==> config.mk <==
export PLATFORM = sky130hd
export DESIGN_NAME = quadrature_timer_block
export DESIGN_NICKNAME = d
export VERILOG_FILES = /design/src/hw/qtimer_pkg.sv /design/src/hw/edge_detect.sv /design/src/hw/timer16.sv /design/src/hw/quadrature_timer_block.sv
export SDC_FILE = /design/constraint.sdc
export NUM_CORES = 1
export LEC_CHECK = 0
export BUFFER_PORTS_ARGS = -buffer_cell sky130_fd_sc_hd__buf_2
export CORE_MARGIN = 2
export CORE_UTILIZATION = 35
export DETAILED_ROUTE_END_ITERATION = 10
export PLACE_DENSITY = 0.51
export SLEW_MARGIN = 20
export SYNTH_ARGS = -nofsm -noshare
export SYNTH_HDL_FRONTEND = slang
export SYNTH_SLANG_ARGS = --single-unit
==> constraint.sdc <==
create_clock -name clk -period 6.3 [get_ports clk]
set_clock_uncertainty 0.2 [all_clocks]
set_input_delay 0.315 -clock clk [delete_from_list [all_inputs] [get_ports clk]]
set_output_delay 0.315 -clock clk [all_outputs]
set_load 0.02 [all_outputs]
==> src/hw/qtimer_pkg.sv <==
// Purpose: constants shared by the quadrature timer group
// Assumes: 16-bit registers on a plain strobe port, 25 MHz clock
// Notes: control word layout is common to all three timers
// What this block does
// RL1 - Modes 110 and 111 select quadrature
// RL2 - Count every chosen edge: 2x or 4x
// RL3 - Edge select picks line a, b, both
// RL4 - Quadrature interrupt only when enabled
// RL5 - Mode 110 interrupts on direction change
// RL6 - Mode 111 interrupts on every count
// RL7 - Direction, change and count flags readable
// RL8 - Direction derived from edge and other line
// RL9 - Software sets direction enable, pins input
// RL10 - Encoder below clk/8, levels hold four cycles
// RL11 - Aux run bit, or core run when remote
// RL12 - Aux b edge select: input or toggle
// RL13 - Software toggle writes never count
// RL14 - Aux a counts only toggle transitions
// RL15 - Aux b input below clk/8, four-cycle levels
// RL16 - Both toggle edges give 32-bit chain
// RL17 - One toggle edge gives 33-bit chain
// RL18 - Chained timers keep own directions
// RL19 - Aux timers lack toggle latch and output
// RL20 - Aux a adds quadrature, aux b not
// RL21 - Common fields share bit positions everywhere
// RL22 - Core wrap toggles latch, software may write
// RL23 - Software write beats pending count
// RL24 - Timers wrap ffff to 0 and back
package qtimer_pkg;
    localparam int ADDR_W = 3;                  // Register index width
    localparam int DATA_W = 16;                 // Register width
    // Register offsets
    localparam logic [2:0] OFS_CORE_CTL = 3'h0;
    localparam logic [2:0] OFS_AUXA_CTL = 3'h1;
    localparam logic [2:0] OFS_AUXB_CTL = 3'h2;
    localparam logic [2:0] OFS_CORE_CNT = 3'h3;
    localparam logic [2:0] OFS_AUXA_CNT = 3'h4;
    localparam logic [2:0] OFS_AUXB_CNT = 3'h5;
    // Field positions, same in every control word
    localparam int F_ISEL = 0;                  // Edge select, 3 bits
    localparam int F_MODE = 3;                  // Mode field, 3 bits
    localparam int F_RUN  = 6;                  // Run bit
    localparam int F_UD   = 7;                  // Software down bit
    localparam int F_UDE  = 8;                  // External direction enable
    localparam int F_TOG  = 9;                  // Core toggle / aux remote run
    localparam int F_OE   = 10;                 // Toggle output enable
    localparam int F_IREN = 11;                 // Quadrature interrupt enable
    localparam int F_RDIR = 12;                 // Direction status, 1 = down
    localparam int F_CHG  = 13;                 // Direction change flag
    localparam int F_EDGE = 14;                 // Count edge flag
    // Reset values and write masks
    localparam logic [15:0] CTL_RESET = 16'h0000;
    localparam logic [15:0] CORE_WMASK = 16'h6fff;
    localparam logic [15:0] AUX_WMASK = 16'h03ff;
    // Mode codes
    localparam logic [2:0] M_TIMER   = 3'h0;
    localparam logic [2:0] M_COUNTER = 3'h1;
    localparam logic [2:0] M_GATE_LO = 3'h2;
    localparam logic [2:0] M_GATE_HI = 3'h3;
    localparam logic [2:0] M_QUAD_ROT  = 3'h6;
    localparam logic [2:0] M_QUAD_EDGE = 3'h7;
    // Prescaler: timer rate is clk / (8 * 2^select)
    localparam int PRE_BASE = 3;
    localparam int PRE_W = 10;
endpackage

==> src/hw/edge_detect.sv <==
// Purpose: rise and fall pulses for synchronous input lines
// Assumes: inputs already synchronous to clk
// Notes: first cycle after reset sees a high line as a rise
`timescale 1ns/100ps
module edge_detect #(
    parameter int W = 4
) (
    input  wire logic         clk,
    input  wire logic         reset_n,
    input  wire logic [W-1:0] lvl_in,
    output logic      [W-1:0] rise,
    output logic      [W-1:0] fall
);
    typedef struct packed {
        logic [W-1:0] prev;             // Level one cycle ago
    } ed_st_t;
    ed_st_t s_r;
    ed_st_t s_nxt;

    if (W < 1) begin : g_chk
        $error("edge_detect needs W >= 1");
    end

    // Next state and pulses
    always_comb begin
        s_nxt.prev = lvl_in;
        rise = lvl_in & ~s_r.prev;
        fall = ~lvl_in & s_r.prev;
    end

    // State register
    always_ff @(posedge clk or negedge reset_n) begin
        if (!reset_n) begin
            s_r <= '0;
        end else begin
            s_r <= s_nxt;
        end
    end
endmodule

==> src/hw/timer16.sv <==
// Purpose: one up/down counter with load and wrap pulse
// Assumes: load and step are single-cycle qualifiers
// Notes: a load in the step cycle wins and suppresses the wrap
`timescale 1ns/100ps
module timer16 #(
    parameter int W = 16
) (
    input  wire logic         clk,
    input  wire logic         reset_n,
    input  wire logic         ld,
    input  wire logic [W-1:0] ld_val,
    input  wire logic         step,
    input  wire logic         up,
    output logic      [W-1:0] value,
    output logic              wrap
);
    typedef struct packed {
        logic [W-1:0] cnt;              // Count value
    } tm_st_t;
    tm_st_t s_r;
    tm_st_t s_nxt;

    if (W < 2) begin : g_chk
        $error("timer16 needs W >= 2");
    end

    // RL24 roll-over wrap pulse
    // Load beats count, so a written value never wraps
    always_comb begin
        s_nxt = s_r;
        wrap = 1'b0;
        if (ld) begin
            s_nxt.cnt = ld_val;
        end else if (step) begin
            wrap = up ? (&s_r.cnt) : (s_r.cnt == '0);
            s_nxt.cnt = up ? s_r.cnt + 1'b1 : s_r.cnt - 1'b1;
        end
        value = s_r.cnt;
    end

    // State register
    always_ff @(posedge clk or negedge reset_n) begin
        if (!reset_n) begin
            s_r <= '0;
        end else begin
            s_r <= s_nxt;
        end
    end
endmodule

==> src/hw/quadrature_timer_block.sv <==
// Purpose: core timer with quadrature mode and two auxiliary timers
// Assumes: register port strobes one cycle, inputs synchronous
// Notes: reload and capture modes of the aux timers are not built
`timescale 1ns/100ps
module quadrature_timer_block (
    input  wire logic                          clk,
    input  wire logic                          reset_n,
    input  wire logic [qtimer_pkg::ADDR_W-1:0] addr,
    input  wire logic [qtimer_pkg::DATA_W-1:0] wdata,
    input  wire logic                          wr_stb,
    input  wire logic                          rd_stb,
    output logic      [qtimer_pkg::DATA_W-1:0] rdata,
    input  wire logic                          encoder_line_a,
    input  wire logic                          encoder_line_b,
    input  wire logic                          aux_b_count_input,
    input  wire logic                          aux_a_direction_input,
    output logic                               toggle_output_line,
    output logic                               quad_irq
);
    import qtimer_pkg::*;

    // Whole block state
    typedef struct packed {
        logic [15:0]      cctl;         // Core control and status
        logic [15:0]      actl;         // Aux a control
        logic [15:0]      bctl;         // Aux b control
        logic [PRE_W-1:0] pre;          // Free-running prescaler
        logic [15:0]      rd;           // Read data, one cycle
        logic             tout;         // Toggle output line
        logic             irq;          // Interrupt request pulse
    } blk_st_t;
    blk_st_t s_r;
    blk_st_t s_nxt;

    // Edge pulses: 0 line a, 1 line b, 2 aux b input, 3 aux a dir
    logic [3:0]  rise;
    logic [3:0]  fall;
    // Per-timer hooks: 0 core, 1 aux a, 2 aux b
    logic [2:0]  ld;
    logic [2:0]  step;
    logic [2:0]  up;
    logic [2:0]  wrap;
    logic [15:0] val [3];

    // Timer tick: low prescaler bits all ones
    function automatic logic pre_tick(input logic [PRE_W-1:0] p,
                                      input logic [2:0] sel);
        logic [PRE_W:0] m;
        m = ({{PRE_W{1'b0}}, 1'b1} << (PRE_BASE + int'(sel))) - 1'b1;
        return (p & m[PRE_W-1:0]) == m[PRE_W-1:0];
    endfunction

    // Counter-mode edge match on select low bits
    function automatic logic edge_hit(input logic [1:0] sel,
                                      input logic r,
                                      input logic f);
        return (sel[0] & r) | (sel[1] & f);
    endfunction

    // Plain direction: software bit, xor external line when enabled, 1 = down
    function automatic logic dir_down(input logic [15:0] c,
                                      input logic line);
        return c[F_UDE] ? (c[F_UD] ^ line) : c[F_UD];
    endfunction

    edge_detect #(
        .W (4)
    ) u_edge (
        .clk     (clk),
        .reset_n (reset_n),
        .lvl_in  ({aux_a_direction_input, aux_b_count_input,
                   encoder_line_b, encoder_line_a}),
        .rise    (rise),
        .fall    (fall)
    );

    // One counter per timer, loads from the register port
    for (genvar i = 0; i < 3; i++) begin : g_tmr
        timer16 #(
            .W (16)
        ) u_tmr (
            .clk     (clk),
            .reset_n (reset_n),
            .ld      (ld[i]),
            .ld_val  (wdata),
            .step    (step[i]),
            .up      (up[i]),
            .value   (val[i]),
            .wrap    (wrap[i])
        );
    end

    // Decoded control fields
    logic [2:0] c_mode;
    logic [2:0] c_sel;
    logic [2:0] a_mode;
    logic [2:0] a_sel;
    logic [2:0] b_mode;
    logic [2:0] b_sel;
    logic       c_quad;          // Core in quadrature mode
    logic       a_run;           // Effective aux a run
    logic       b_run;           // Effective aux b run
    logic       cctl_wr;         // Core control written
    logic       qa;              // Qualified line a edge
    logic       qb;              // Qualified line b edge
    logic       qdn;             // Derived direction, 1 = down
    logic       qev;             // Quadrature count action
    logic       tog_hw;          // Wrap-caused toggle transition
    logic       tog_rise;        // Toggle rising, hardware only
    logic       tog_fall;        // Toggle falling, hardware only
    logic       a_qdn;           // Aux a quadrature direction

    always_comb begin
        c_mode = s_r.cctl[F_MODE +: 3];
        c_sel  = s_r.cctl[F_ISEL +: 3];
        a_mode = s_r.actl[F_MODE +: 3];
        a_sel  = s_r.actl[F_ISEL +: 3];
        b_mode = s_r.bctl[F_MODE +: 3];
        b_sel  = s_r.bctl[F_ISEL +: 3];
        cctl_wr = wr_stb && (addr == OFS_CORE_CTL);
        ld[0] = wr_stb && (addr == OFS_CORE_CNT);
        ld[1] = wr_stb && (addr == OFS_AUXA_CNT);
        ld[2] = wr_stb && (addr == OFS_AUXB_CNT);
    end

    // RL1 RL3 quadrature edge qualification
    always_comb begin
        c_quad = (c_mode == M_QUAD_ROT) || (c_mode == M_QUAD_EDGE);
        // Reserved selects with top bit set count nothing
        qa = c_quad && !c_sel[2] && c_sel[0] && (rise[0] || fall[0]);
        qb = c_quad && !c_sel[2] && c_sel[1] && (rise[1] || fall[1]);
    end

    // RL8 direction from edge and other line level
    always_comb begin
        if (qa) begin
            qdn = rise[0] ? encoder_line_b : !encoder_line_b;
        end else if (qb) begin
            qdn = rise[1] ? !encoder_line_a : encoder_line_a;
        end else begin
            qdn = s_r.cctl[F_RDIR];
        end
    end

    // Core timer stepping per mode
    always_comb begin
        unique case (c_mode)
            M_TIMER: begin
                step[0] = pre_tick(s_r.pre, c_sel);
            end
            M_GATE_LO: begin
                step[0] = pre_tick(s_r.pre, c_sel) && !encoder_line_a;
            end
            M_GATE_HI: begin
                step[0] = pre_tick(s_r.pre, c_sel) && encoder_line_a;
            end
            M_COUNTER: begin
                step[0] = !c_sel[2] && edge_hit(c_sel[1:0], rise[0], fall[0]);
            end
            // RL2 one count per qualified transition
            M_QUAD_ROT, M_QUAD_EDGE: begin
                step[0] = qa || qb;
            end
            // Reload and capture codes are not served here
            default: begin
                step[0] = 1'b0;
            end
        endcase
        step[0] = step[0] && s_r.cctl[F_RUN];
        up[0] = c_quad ? !qdn : !dir_down(s_r.cctl, encoder_line_b);
        // RL23 a count lost to a register write raises nothing
        qev = c_quad && step[0] && !ld[0];
    end

    // RL13 RL22 toggle edges only from hardware wraps
    always_comb begin
        tog_hw = wrap[0] && !cctl_wr;
        tog_rise = tog_hw && !s_r.cctl[F_TOG];
        tog_fall = tog_hw && s_r.cctl[F_TOG];
    end

    // RL11 remote run follows the core run bit
    always_comb begin
        a_run = s_r.actl[F_TOG] ? s_r.cctl[F_RUN] : s_r.actl[F_RUN];
        b_run = s_r.bctl[F_TOG] ? s_r.cctl[F_RUN] : s_r.bctl[F_RUN];
    end

    // Aux a: no count pin, input taken as low
    always_comb begin
        a_qdn = rise[3];
        unique case (a_mode)
            // RL19 timer behaviour as the core, no latch
            M_TIMER, M_GATE_LO: begin
                step[1] = pre_tick(s_r.pre, a_sel);
            end
            M_GATE_HI: begin
                step[1] = 1'b0;
            end
            // RL14 RL16 RL17 toggle-driven chaining
            M_COUNTER: begin
                step[1] = a_sel[2] && edge_hit(a_sel[1:0], tog_rise, tog_fall);
            end
            // RL20 quadrature on the direction line alone
            M_QUAD_ROT, M_QUAD_EDGE: begin
                step[1] = !a_sel[2] && a_sel[1] && (rise[3] || fall[3]);
            end
            default: begin
                step[1] = 1'b0;
            end
        endcase
        step[1] = step[1] && a_run;
        // RL18 own direction, independent of the core
        if (a_mode[2:1] == 2'b11) begin
            up[1] = !a_qdn;
        end else begin
            up[1] = !dir_down(s_r.actl, aux_a_direction_input);
        end
    end

    // Aux b: timer, gated and counter modes only
    always_comb begin
        unique case (b_mode)
            M_TIMER: begin
                step[2] = pre_tick(s_r.pre, b_sel);
            end
            M_GATE_LO: begin
                step[2] = pre_tick(s_r.pre, b_sel) && !aux_b_count_input;
            end
            M_GATE_HI: begin
                step[2] = pre_tick(s_r.pre, b_sel) && aux_b_count_input;
            end
            // RL12 input pin or toggle latch edges
            M_COUNTER: begin
                if (b_sel[2]) begin
                    step[2] = edge_hit(b_sel[1:0], tog_rise, tog_fall);
                end else begin
                    step[2] = edge_hit(b_sel[1:0], rise[2], fall[2]);
                end
            end
            default: begin
                step[2] = 1'b0;
            end
        endcase
        step[2] = step[2] && b_run;
        up[2] = !dir_down(s_r.bctl, 1'b0);
    end

    // Control registers, status flags, read port
    always_comb begin
        s_nxt = s_r;
        s_nxt.pre = s_r.pre + 1'b1;
        // RL21 RL22 software writes, status direction kept
        if (cctl_wr) begin
            s_nxt.cctl = wdata & CORE_WMASK;
            s_nxt.cctl[F_RDIR] = s_r.cctl[F_RDIR];
        end
        if (wr_stb && (addr == OFS_AUXA_CTL)) begin
            s_nxt.actl = wdata & AUX_WMASK;
        end
        if (wr_stb && (addr == OFS_AUXB_CTL)) begin
            s_nxt.bctl = wdata & AUX_WMASK;
        end
        // RL22 each wrap flips the latch, except in a core control write cycle
        if (tog_hw) begin
            s_nxt.cctl[F_TOG] = !s_r.cctl[F_TOG];
        end
        // RL7 flags set after the write, so set wins
        if (qev) begin
            s_nxt.cctl[F_RDIR] = qdn;
            s_nxt.cctl[F_EDGE] = 1'b1;
            if (qdn != s_r.cctl[F_RDIR]) begin
                s_nxt.cctl[F_CHG] = 1'b1;
            end
        end
        // RL4 RL5 RL6 interrupt by variant when enabled
        s_nxt.irq = qev && s_r.cctl[F_IREN] &&
                    ((c_mode == M_QUAD_EDGE) || (qdn != s_r.cctl[F_RDIR]));
        s_nxt.tout = s_nxt.cctl[F_TOG] && s_nxt.cctl[F_OE];
        // Read data valid only in the cycle after the strobe
        s_nxt.rd = '0;
        if (rd_stb) begin
            unique case (addr)
                OFS_CORE_CTL: s_nxt.rd = s_r.cctl;
                OFS_AUXA_CTL: s_nxt.rd = s_r.actl;
                OFS_AUXB_CTL: s_nxt.rd = s_r.bctl;
                OFS_CORE_CNT: s_nxt.rd = val[0];
                OFS_AUXA_CNT: s_nxt.rd = val[1];
                OFS_AUXB_CNT: s_nxt.rd = val[2];
                // Unmapped offsets read zero
                default: s_nxt.rd = '0;
            endcase
        end
    end

    // State register
    always_ff @(posedge clk or negedge reset_n) begin
        if (!reset_n) begin
            s_r <= '{cctl: CTL_RESET, actl: CTL_RESET, bctl: CTL_RESET,
                     default: '0};
        end else begin
            s_r <= s_nxt;
        end
    end

    // Outputs straight from flops
    always_comb begin
        rdata = s_r.rd;
        toggle_output_line = s_r.tout;
        quad_irq = s_r.irq;
    end
endmodule

**Word level (Yosys, flattened, before mapping)**

Index checks and enable logic that the tools add are counted.

- $add $sub $neg: 13
- Multiply operators: 0
- Divide/modulo/power cells: 0
- $lt $le $gt $ge: 0
- Eq/ne operators: 22
- Shift-type cells: 3
- Multiplexer cells: 32
- Bitwise logic cells: 21
- Reduce and logical (&&, ||, !) cells: 61

Operators by type and width:

| kind | count |
|---|---|
| 16-bit 2-to-1 mux | 10 |
| 16-bit one-hot mux with 6 select lines | 1 |
| 16-bit by 1-bit adder with 16-bit output, second input constant | 3 |
| 16-bit by 1-bit subtractor with 16-bit output, second input constant | 3 |
| 10-bit AND | 3 |
| 10-bit == test | 3 |
| 1-bit logical AND | 30 |
| 1-bit by 4-bit left shift with 10-bit output, first input constant | 3 |
| 10-bit by 1-bit subtractor with 10-bit output, second input constant | 3 |
| 3-bit by 2-bit == test with 1-bit output, second input constant | 7 |
| 3-bit == test, second input constant | 6 |
| 16-bit zero test | 1 |
| 1-bit 2-to-1 mux | 16 |
| 16-bit AND reduction | 1 |
| 15-bit 2-to-1 mux | 1 |
| 2-bit by 3-bit adder with 4-bit output, first input constant | 3 |
| 3-bit by 1-bit == test with 1-bit output, second input constant | 4 |
| 1-bit zero test | 12 |
| 3-bit zero test | 4 |
| 10-bit by 1-bit adder with 10-bit output, second input constant | 1 |
| 1-bit AND | 8 |
| 4-bit AND | 2 |
| 4-bit inverter | 2 |
| 2-bit nonzero test | 4 |
| other kinds (10) | 21 |

- Bits in registers: 115
- Latch bits: 0
- Bits in writable memories: 0
- Memory bits (read-only): 0
- Input port bits: 27
- Output and inout port bits: 18
- Word-level logic and storage cells: 166
- Memories: 0

**Depth between registers and ports, before layout**

- Depth in word-level cells: 21
- Mapped depth: 17
- Gate-level depth less buffers: 17

**Cells and area by module**

Synthesis repeated with hierarchy kept, for this count alone.

- Cell total of the unflattened synthesis: 957
- Area total of the unflattened synthesis: 8712.1 sq um

Modules (own cells, without submodules):

| module | times used | cells an instance | area an instance (sq um) | seq. area each (sq um) |
|---|---|---|---|---|
| quadrature_timer_block | 1 | 368 | 3636.0 | 1576.5 |
| timer16 at g_tmr[1].u_tmr ... | 2 | 190 | 1636.6 | 400.4 |
| timer16 at g_tmr[0].u_tmr | 1 | 197 | 1632.8 | 400.4 |
| edge_detect | 1 | 12 | 170.2 | 100.1 |

**Least setup slack after synthesis**

No wires, ideal clock.

- Kind: register -> register
- Start: reg u_edge.s_r[0] in the netlist's numbering
- End: reg g_tmr[0].u_tmr.s_r, in the netlist g_tmr[0].u_tmr.value[15]
- Setup time: 0.137 ns
- Data arrival time: 3.590 ns
- Data required time: 5.963 ns
- Path slack: 2.373 ns
- Cell stages (with the launch flop): 17
- Path buffers: 0
- Period minus slack after synthesis: 3.927 ns
- Cell sequence: dfrtp_1 > ha_1 > and2b_1 > nand3b_1 > a211o_1 > o311a_1 > inv_1 > ha_1 > a211oi_1 > o211a_1 > o221ai_1 > o41ai_1 > o21ai_0 > xnor2_1 > nor2_1 > xnor2_1 > a21oi_1

- Cells in the longest elaborated chain, start to end: 10
- Elaborated cells on any way between the ends: 20
- Classes of those cells: mux (7); bitwise (6); reduce/logical (7)

RTL lines:

| element | line | text |
|---|---|---|
| start: declaration | edge_detect.sv:17 | `ed_st_t s_r;` |
| start signal: assignment | edge_detect.sv:36 | `s_r <= s_nxt;` |
| 4-bit inverter | edge_detect.sv:27 | `rise = lvl_in & ~s_r.prev;` |
| 4-bit AND | edge_detect.sv:27 |  |
| 1-bit logical OR | quadrature_timer_block.sv:130 | `qa = c_quad && !c_sel[2] && c_sel[0] && (rise[0] \|\| fall[0]);` |
| 1-bit logical AND | quadrature_timer_block.sv:130 |  |
| 1-bit 2-to-1 mux | quadrature_timer_block.sv:136 | `if (qa) begin` |
| 1-bit zero test | quadrature_timer_block.sv:170 | `up[0] = c_quad ? !qdn : !dir_down(s_r.cctl, encoder_line_b);` |
| 1-bit 2-to-1 mux | quadrature_timer_block.sv:170 |  |
| 16-bit 2-to-1 mux | timer16.sv:36 | `s_nxt.cnt = up ? s_r.cnt + 1'b1 : s_r.cnt - 1'b1;` |
| 16-bit 2-to-1 mux | timer16.sv:34 | `end else if (step) begin` |
| 16-bit 2-to-1 mux | timer16.sv:32 | `if (ld) begin` |
| end signal: assignment | timer16.sv:46 | `s_r <= s_nxt;` |
| end: declaration | timer16.sv:20 | `tm_st_t s_r;` |

Parallel ways exist; a longest one is shown, timed or not. The select of a mux whose other input is x is not followed.
A chain may end at the register's enable or synchronous reset.

**Final worst setup path**

- Start: in encoder_line_a
- End: reg g_tmr[0].u_tmr.s_r, in the netlist g_tmr[0].u_tmr.value[15]

- Cells in the longest elaborated chain, start to end: 10
- Elaborated cells on any way between the ends: 25
- Classes of those cells: mux (9); bitwise (6); reduce/logical (10)

RTL lines:

| element | line | text |
|---|---|---|
| start: declaration | quadrature_timer_block.sv:13 | `input wire logic encoder_line_a,` |
| 4-bit inverter | edge_detect.sv:28 | `fall = ~lvl_in & s_r.prev;` |
| 4-bit AND | edge_detect.sv:28 |  |
| 1-bit logical OR | quadrature_timer_block.sv:130 |  |
| 1-bit logical AND | quadrature_timer_block.sv:130 |  |
| 1-bit 2-to-1 mux | quadrature_timer_block.sv:136 |  |
| 1-bit zero test | quadrature_timer_block.sv:170 |  |
| 1-bit 2-to-1 mux | quadrature_timer_block.sv:170 |  |
| 16-bit 2-to-1 mux | timer16.sv:36 |  |
| 16-bit 2-to-1 mux | timer16.sv:34 |  |
| 16-bit 2-to-1 mux | timer16.sv:32 |  |

Parallel ways exist; a longest one is shown, timed or not. The select of a mux whose other input is x is not followed.

==> out/metrics.cfg <==
[timing]
drv_slew=0
post-route-min-period_ns=4.65
tns_ns=0
finalHoldViolCount=0
rsz0062_at_grt=no
setup_slack_ns=1.65
fmax_mhz=215
setup_viol=0
slew_headroom_pct=24.9
post-route-period-util_pct=73.9
tightestPinTransition_ns=1.12

[final_layout]
drive_gt1_share_pct=12.7
n_antenna_cell=0
final_cell_mix=dfrtp_1 (115), nor2_1 (94), nand2_1 (91)
final_nets=1010
mostFrequentLayoutCell=dfrtp_1
area_growth_pct=13.3

[power]
static-leakage-power_nw=4.02
switchingPower_w=0.00179
pwr-share-clk_pct=24.4
p_int_w=0.00259
ir_worst_vdd_mv=0.165
seqPwrFrac_pct=28.7
p_sw_share_pct=40.8
combPwrFrac_pct=46.9
power.density_nw_per_um2=482

[floorplanning]
die_h_um=155
rows=55
core-area_um2=22600
initial_core_util_pct=35.4
io_pins=45
die_w_um=155
die_area_um2=24100

[min_path]
hold_end=g_tmr[1].u_tmr.value[10]$_DFFE_PN0P_
hold_depth=3
hold_start=wdata[10]
hp-class=in -> reg

[worst_setup_path]
cp.arrival_ns=4.73
path_buf_inv=4
r2r.worst_path.cells=16
cp-start-kind=input pin
r2r_slack_ns=1.87
max_stage_delay_ns=0.52
worst_r2r_endpoint=g_tmr[0].u_tmr.value[15]$_DFFE_PN0P_
worst-setup-path-type=in -> reg
crit_cells=19
r2r-start=u_edge.s_r[0]$_DFF_PN0_
critPathSlowestCell=dlygate4sd3_1
cp-end-kind=flop
crit_family=compound AO/OA/AOI/OAI gates
crit_fanout=16
worstPathRequired_ns=6.37
crit_chain=dlygate4sd3_1, buf_2, inv_1, ha_1, and2b_1, nand3b_1, a211o_1, o311a_1, inv_1, ha_1, a211oi_1, o211a_1, o221ai_1, o41ai_1, o21ai_0, xnor2_1, nor2_1, xnor2_1, a21oi_1

[synthesis]
async_reset_ff_share_pct=100
synthDistinctLibCells=69
synth_edf_count=0
syn_avg_cell_area_um2=8.82
synth_area_um2=8000
synth_seq_cells=115
synth-warning-count=0
yosysSeqAreaShare_pct=36.0
synth_ff_type=dfrtp_1
syn_inst=907

[placed_design]
globalplace.congestion=0.837
portBuffers=44
dp_hpwl_um=17000
pre_cts_slack_ns=1.74

[drt]
wl_per_cell_um=19.3
dr.pass1.iters=5
drc=0
wl_um=23800
vias_per_cell=5.44
via_count=6687
drtIter0Drc=405
ant_nets=0

[grt]
grt_overflow=0
grt_usage_pct=20.2
grt_max_degree=67
grt_pass1_vias=6246
antenna_found_initial=0
grt_pass1_wl_um=37100

[clock_network]
root_buffer=clkbuf_16
tritoncts=built
clockBufferDepth=2
htreeDepth=4
cts_buffers=17
clkSinkCount=115
clock_latency_ns=0.43
cts_setup_buffers=0
clk_pin_slew_ns=0.06

[run_status]
status=complete, no violations

[job]
cap_viol_max_count=0

power groups by stage:
stage / logic [W] / registers [W] / clock network [W]
2_1_floorplan: 0.00169 / 0.00112 / 0
3_3_place_gp: 0.00204 / 0.00126 / 0
3_5_place_dp: 0.00203 / 0.00126 / 0
4_1_cts: 0.00206 / 0.00125 / 0.00108
5_1_grt: 0.00233 / 0.00128 / 0.00112
6_report: 0.00205 / 0.00125 / 0.00107
kinds of logic after synthesis:
group / share of synthesized area [%]
other: 0.0469
xor gates and xnor gates: 6.24
adders and majority gates: 8.26
buffers and inverters: 5.15
and+or+nand+nor: 18.1
AOI/OAI and AO/OA: 19.4
muxes: 6.79
DFF: 36.0
worst max path at each step:
| stage | start | slack [ns] | end |
|---|---|---|---|
| 2_1_floorplan | u_edge.s_r[0]$_DFF_PN0_ | 2.37 | g_tmr[0].u_tmr.value[15]$_DFFE_PN0P_ |
| 3_3_place_gp | encoder_line_a | 1.78 | g_tmr[0].u_tmr.value[15]$_DFFE_PN0P_ |
| 3_5_place_dp | encoder_line_a | 1.74 | g_tmr[0].u_tmr.value[15]$_DFFE_PN0P_ |
| 4_1_cts | encoder_line_a | 1.65 | g_tmr[0].u_tmr.value[15]$_DFFE_PN0P_ |
| 5_1_grt | encoder_line_a | 1.19 | g_tmr[0].u_tmr.value[15]$_DFFE_PN0P_ |
| 6_report | encoder_line_a | 1.65 | g_tmr[0].u_tmr.value[15]$_DFFE_PN0P_ |
cell type report:
class	count	area, um^2
well taps	285	357
inverters	30	113
clock buffers	20	467
repair buffers	58	350
fillers	2296	13500
clock inverters	12	178
flip-flops and latches	115	2880
multi-input cells	710	4720
metrics by stage:
step           cell area, um^2  std cells  utilization, %  hold slack [ns]  power [W]
3_5_place_dp              8330       1189            36.9            0.275    0.00329
3_3_place_gp              8330       1189            36.9            0.273    0.00330
2_1_floorplan             8000        908               -           -0.181    0.00281
5_1_grt                   9060       1230            40.1           0.0246    0.00473
4_1_cts                   9060       1230            40.1          0.00391    0.00439
6_report                  9060       1230            40.1           0.0100    0.00437
worst min-delay path: cells and delay by family:
family / cells / cell delay, ns
AO/OA/AOI/OAI: 1 / 0.05
buffers and inverters: 1 / 0.16
AND/OR/NAND/NOR: 1 / 0.07
routing by layer:
metal  vias to the layer above  track usage [%]  part of all wire [%]
met1                      3221             29.1                    50
met5                         -                0                     0
met2                       144             31.0                    44
met4                         0             7.43                   2.8
met3                        36             2.90                   3.5
li1                       3286                -                     -
registers in the layout (all words and copies together), names as in the netlist, 3 cells and up:
register / count
a_sel: 3
c_sel: 3
c_mode: 3
b_mode: 3
b_sel: 3
rdata: 16
u_edge.s_r: 4
g_tmr.u_tmr.value: 48
s_r: 27
a_mode: 3
timing repair:
item                      CTS  global route
resized for setup           0             0
hold endpoints to repair   74             0
hold buffers                9             0
cell usage after synthesis (all sizes together) (11+ instances only):
library cell	n	area share, %
nor2	95	4.6
nand3	15	0.94
nor3	15	1.1
o21ai	51	3.2
nor2b	18	1.4
mux2	23	3.2
ha	48	7.5
and2	11	0.86
clkbuf	21	0.99
xnor2	31	3.4
nand2b	11	0.86
o21a	12	1.1
a21oi	91	5.7
buf	32	2.8
xor2	26	2.8
inv	30	1.4
mux2i	28	3.6
nand2	91	4.3
dfrtp	115	36
(Power assumes the default switching activity.)
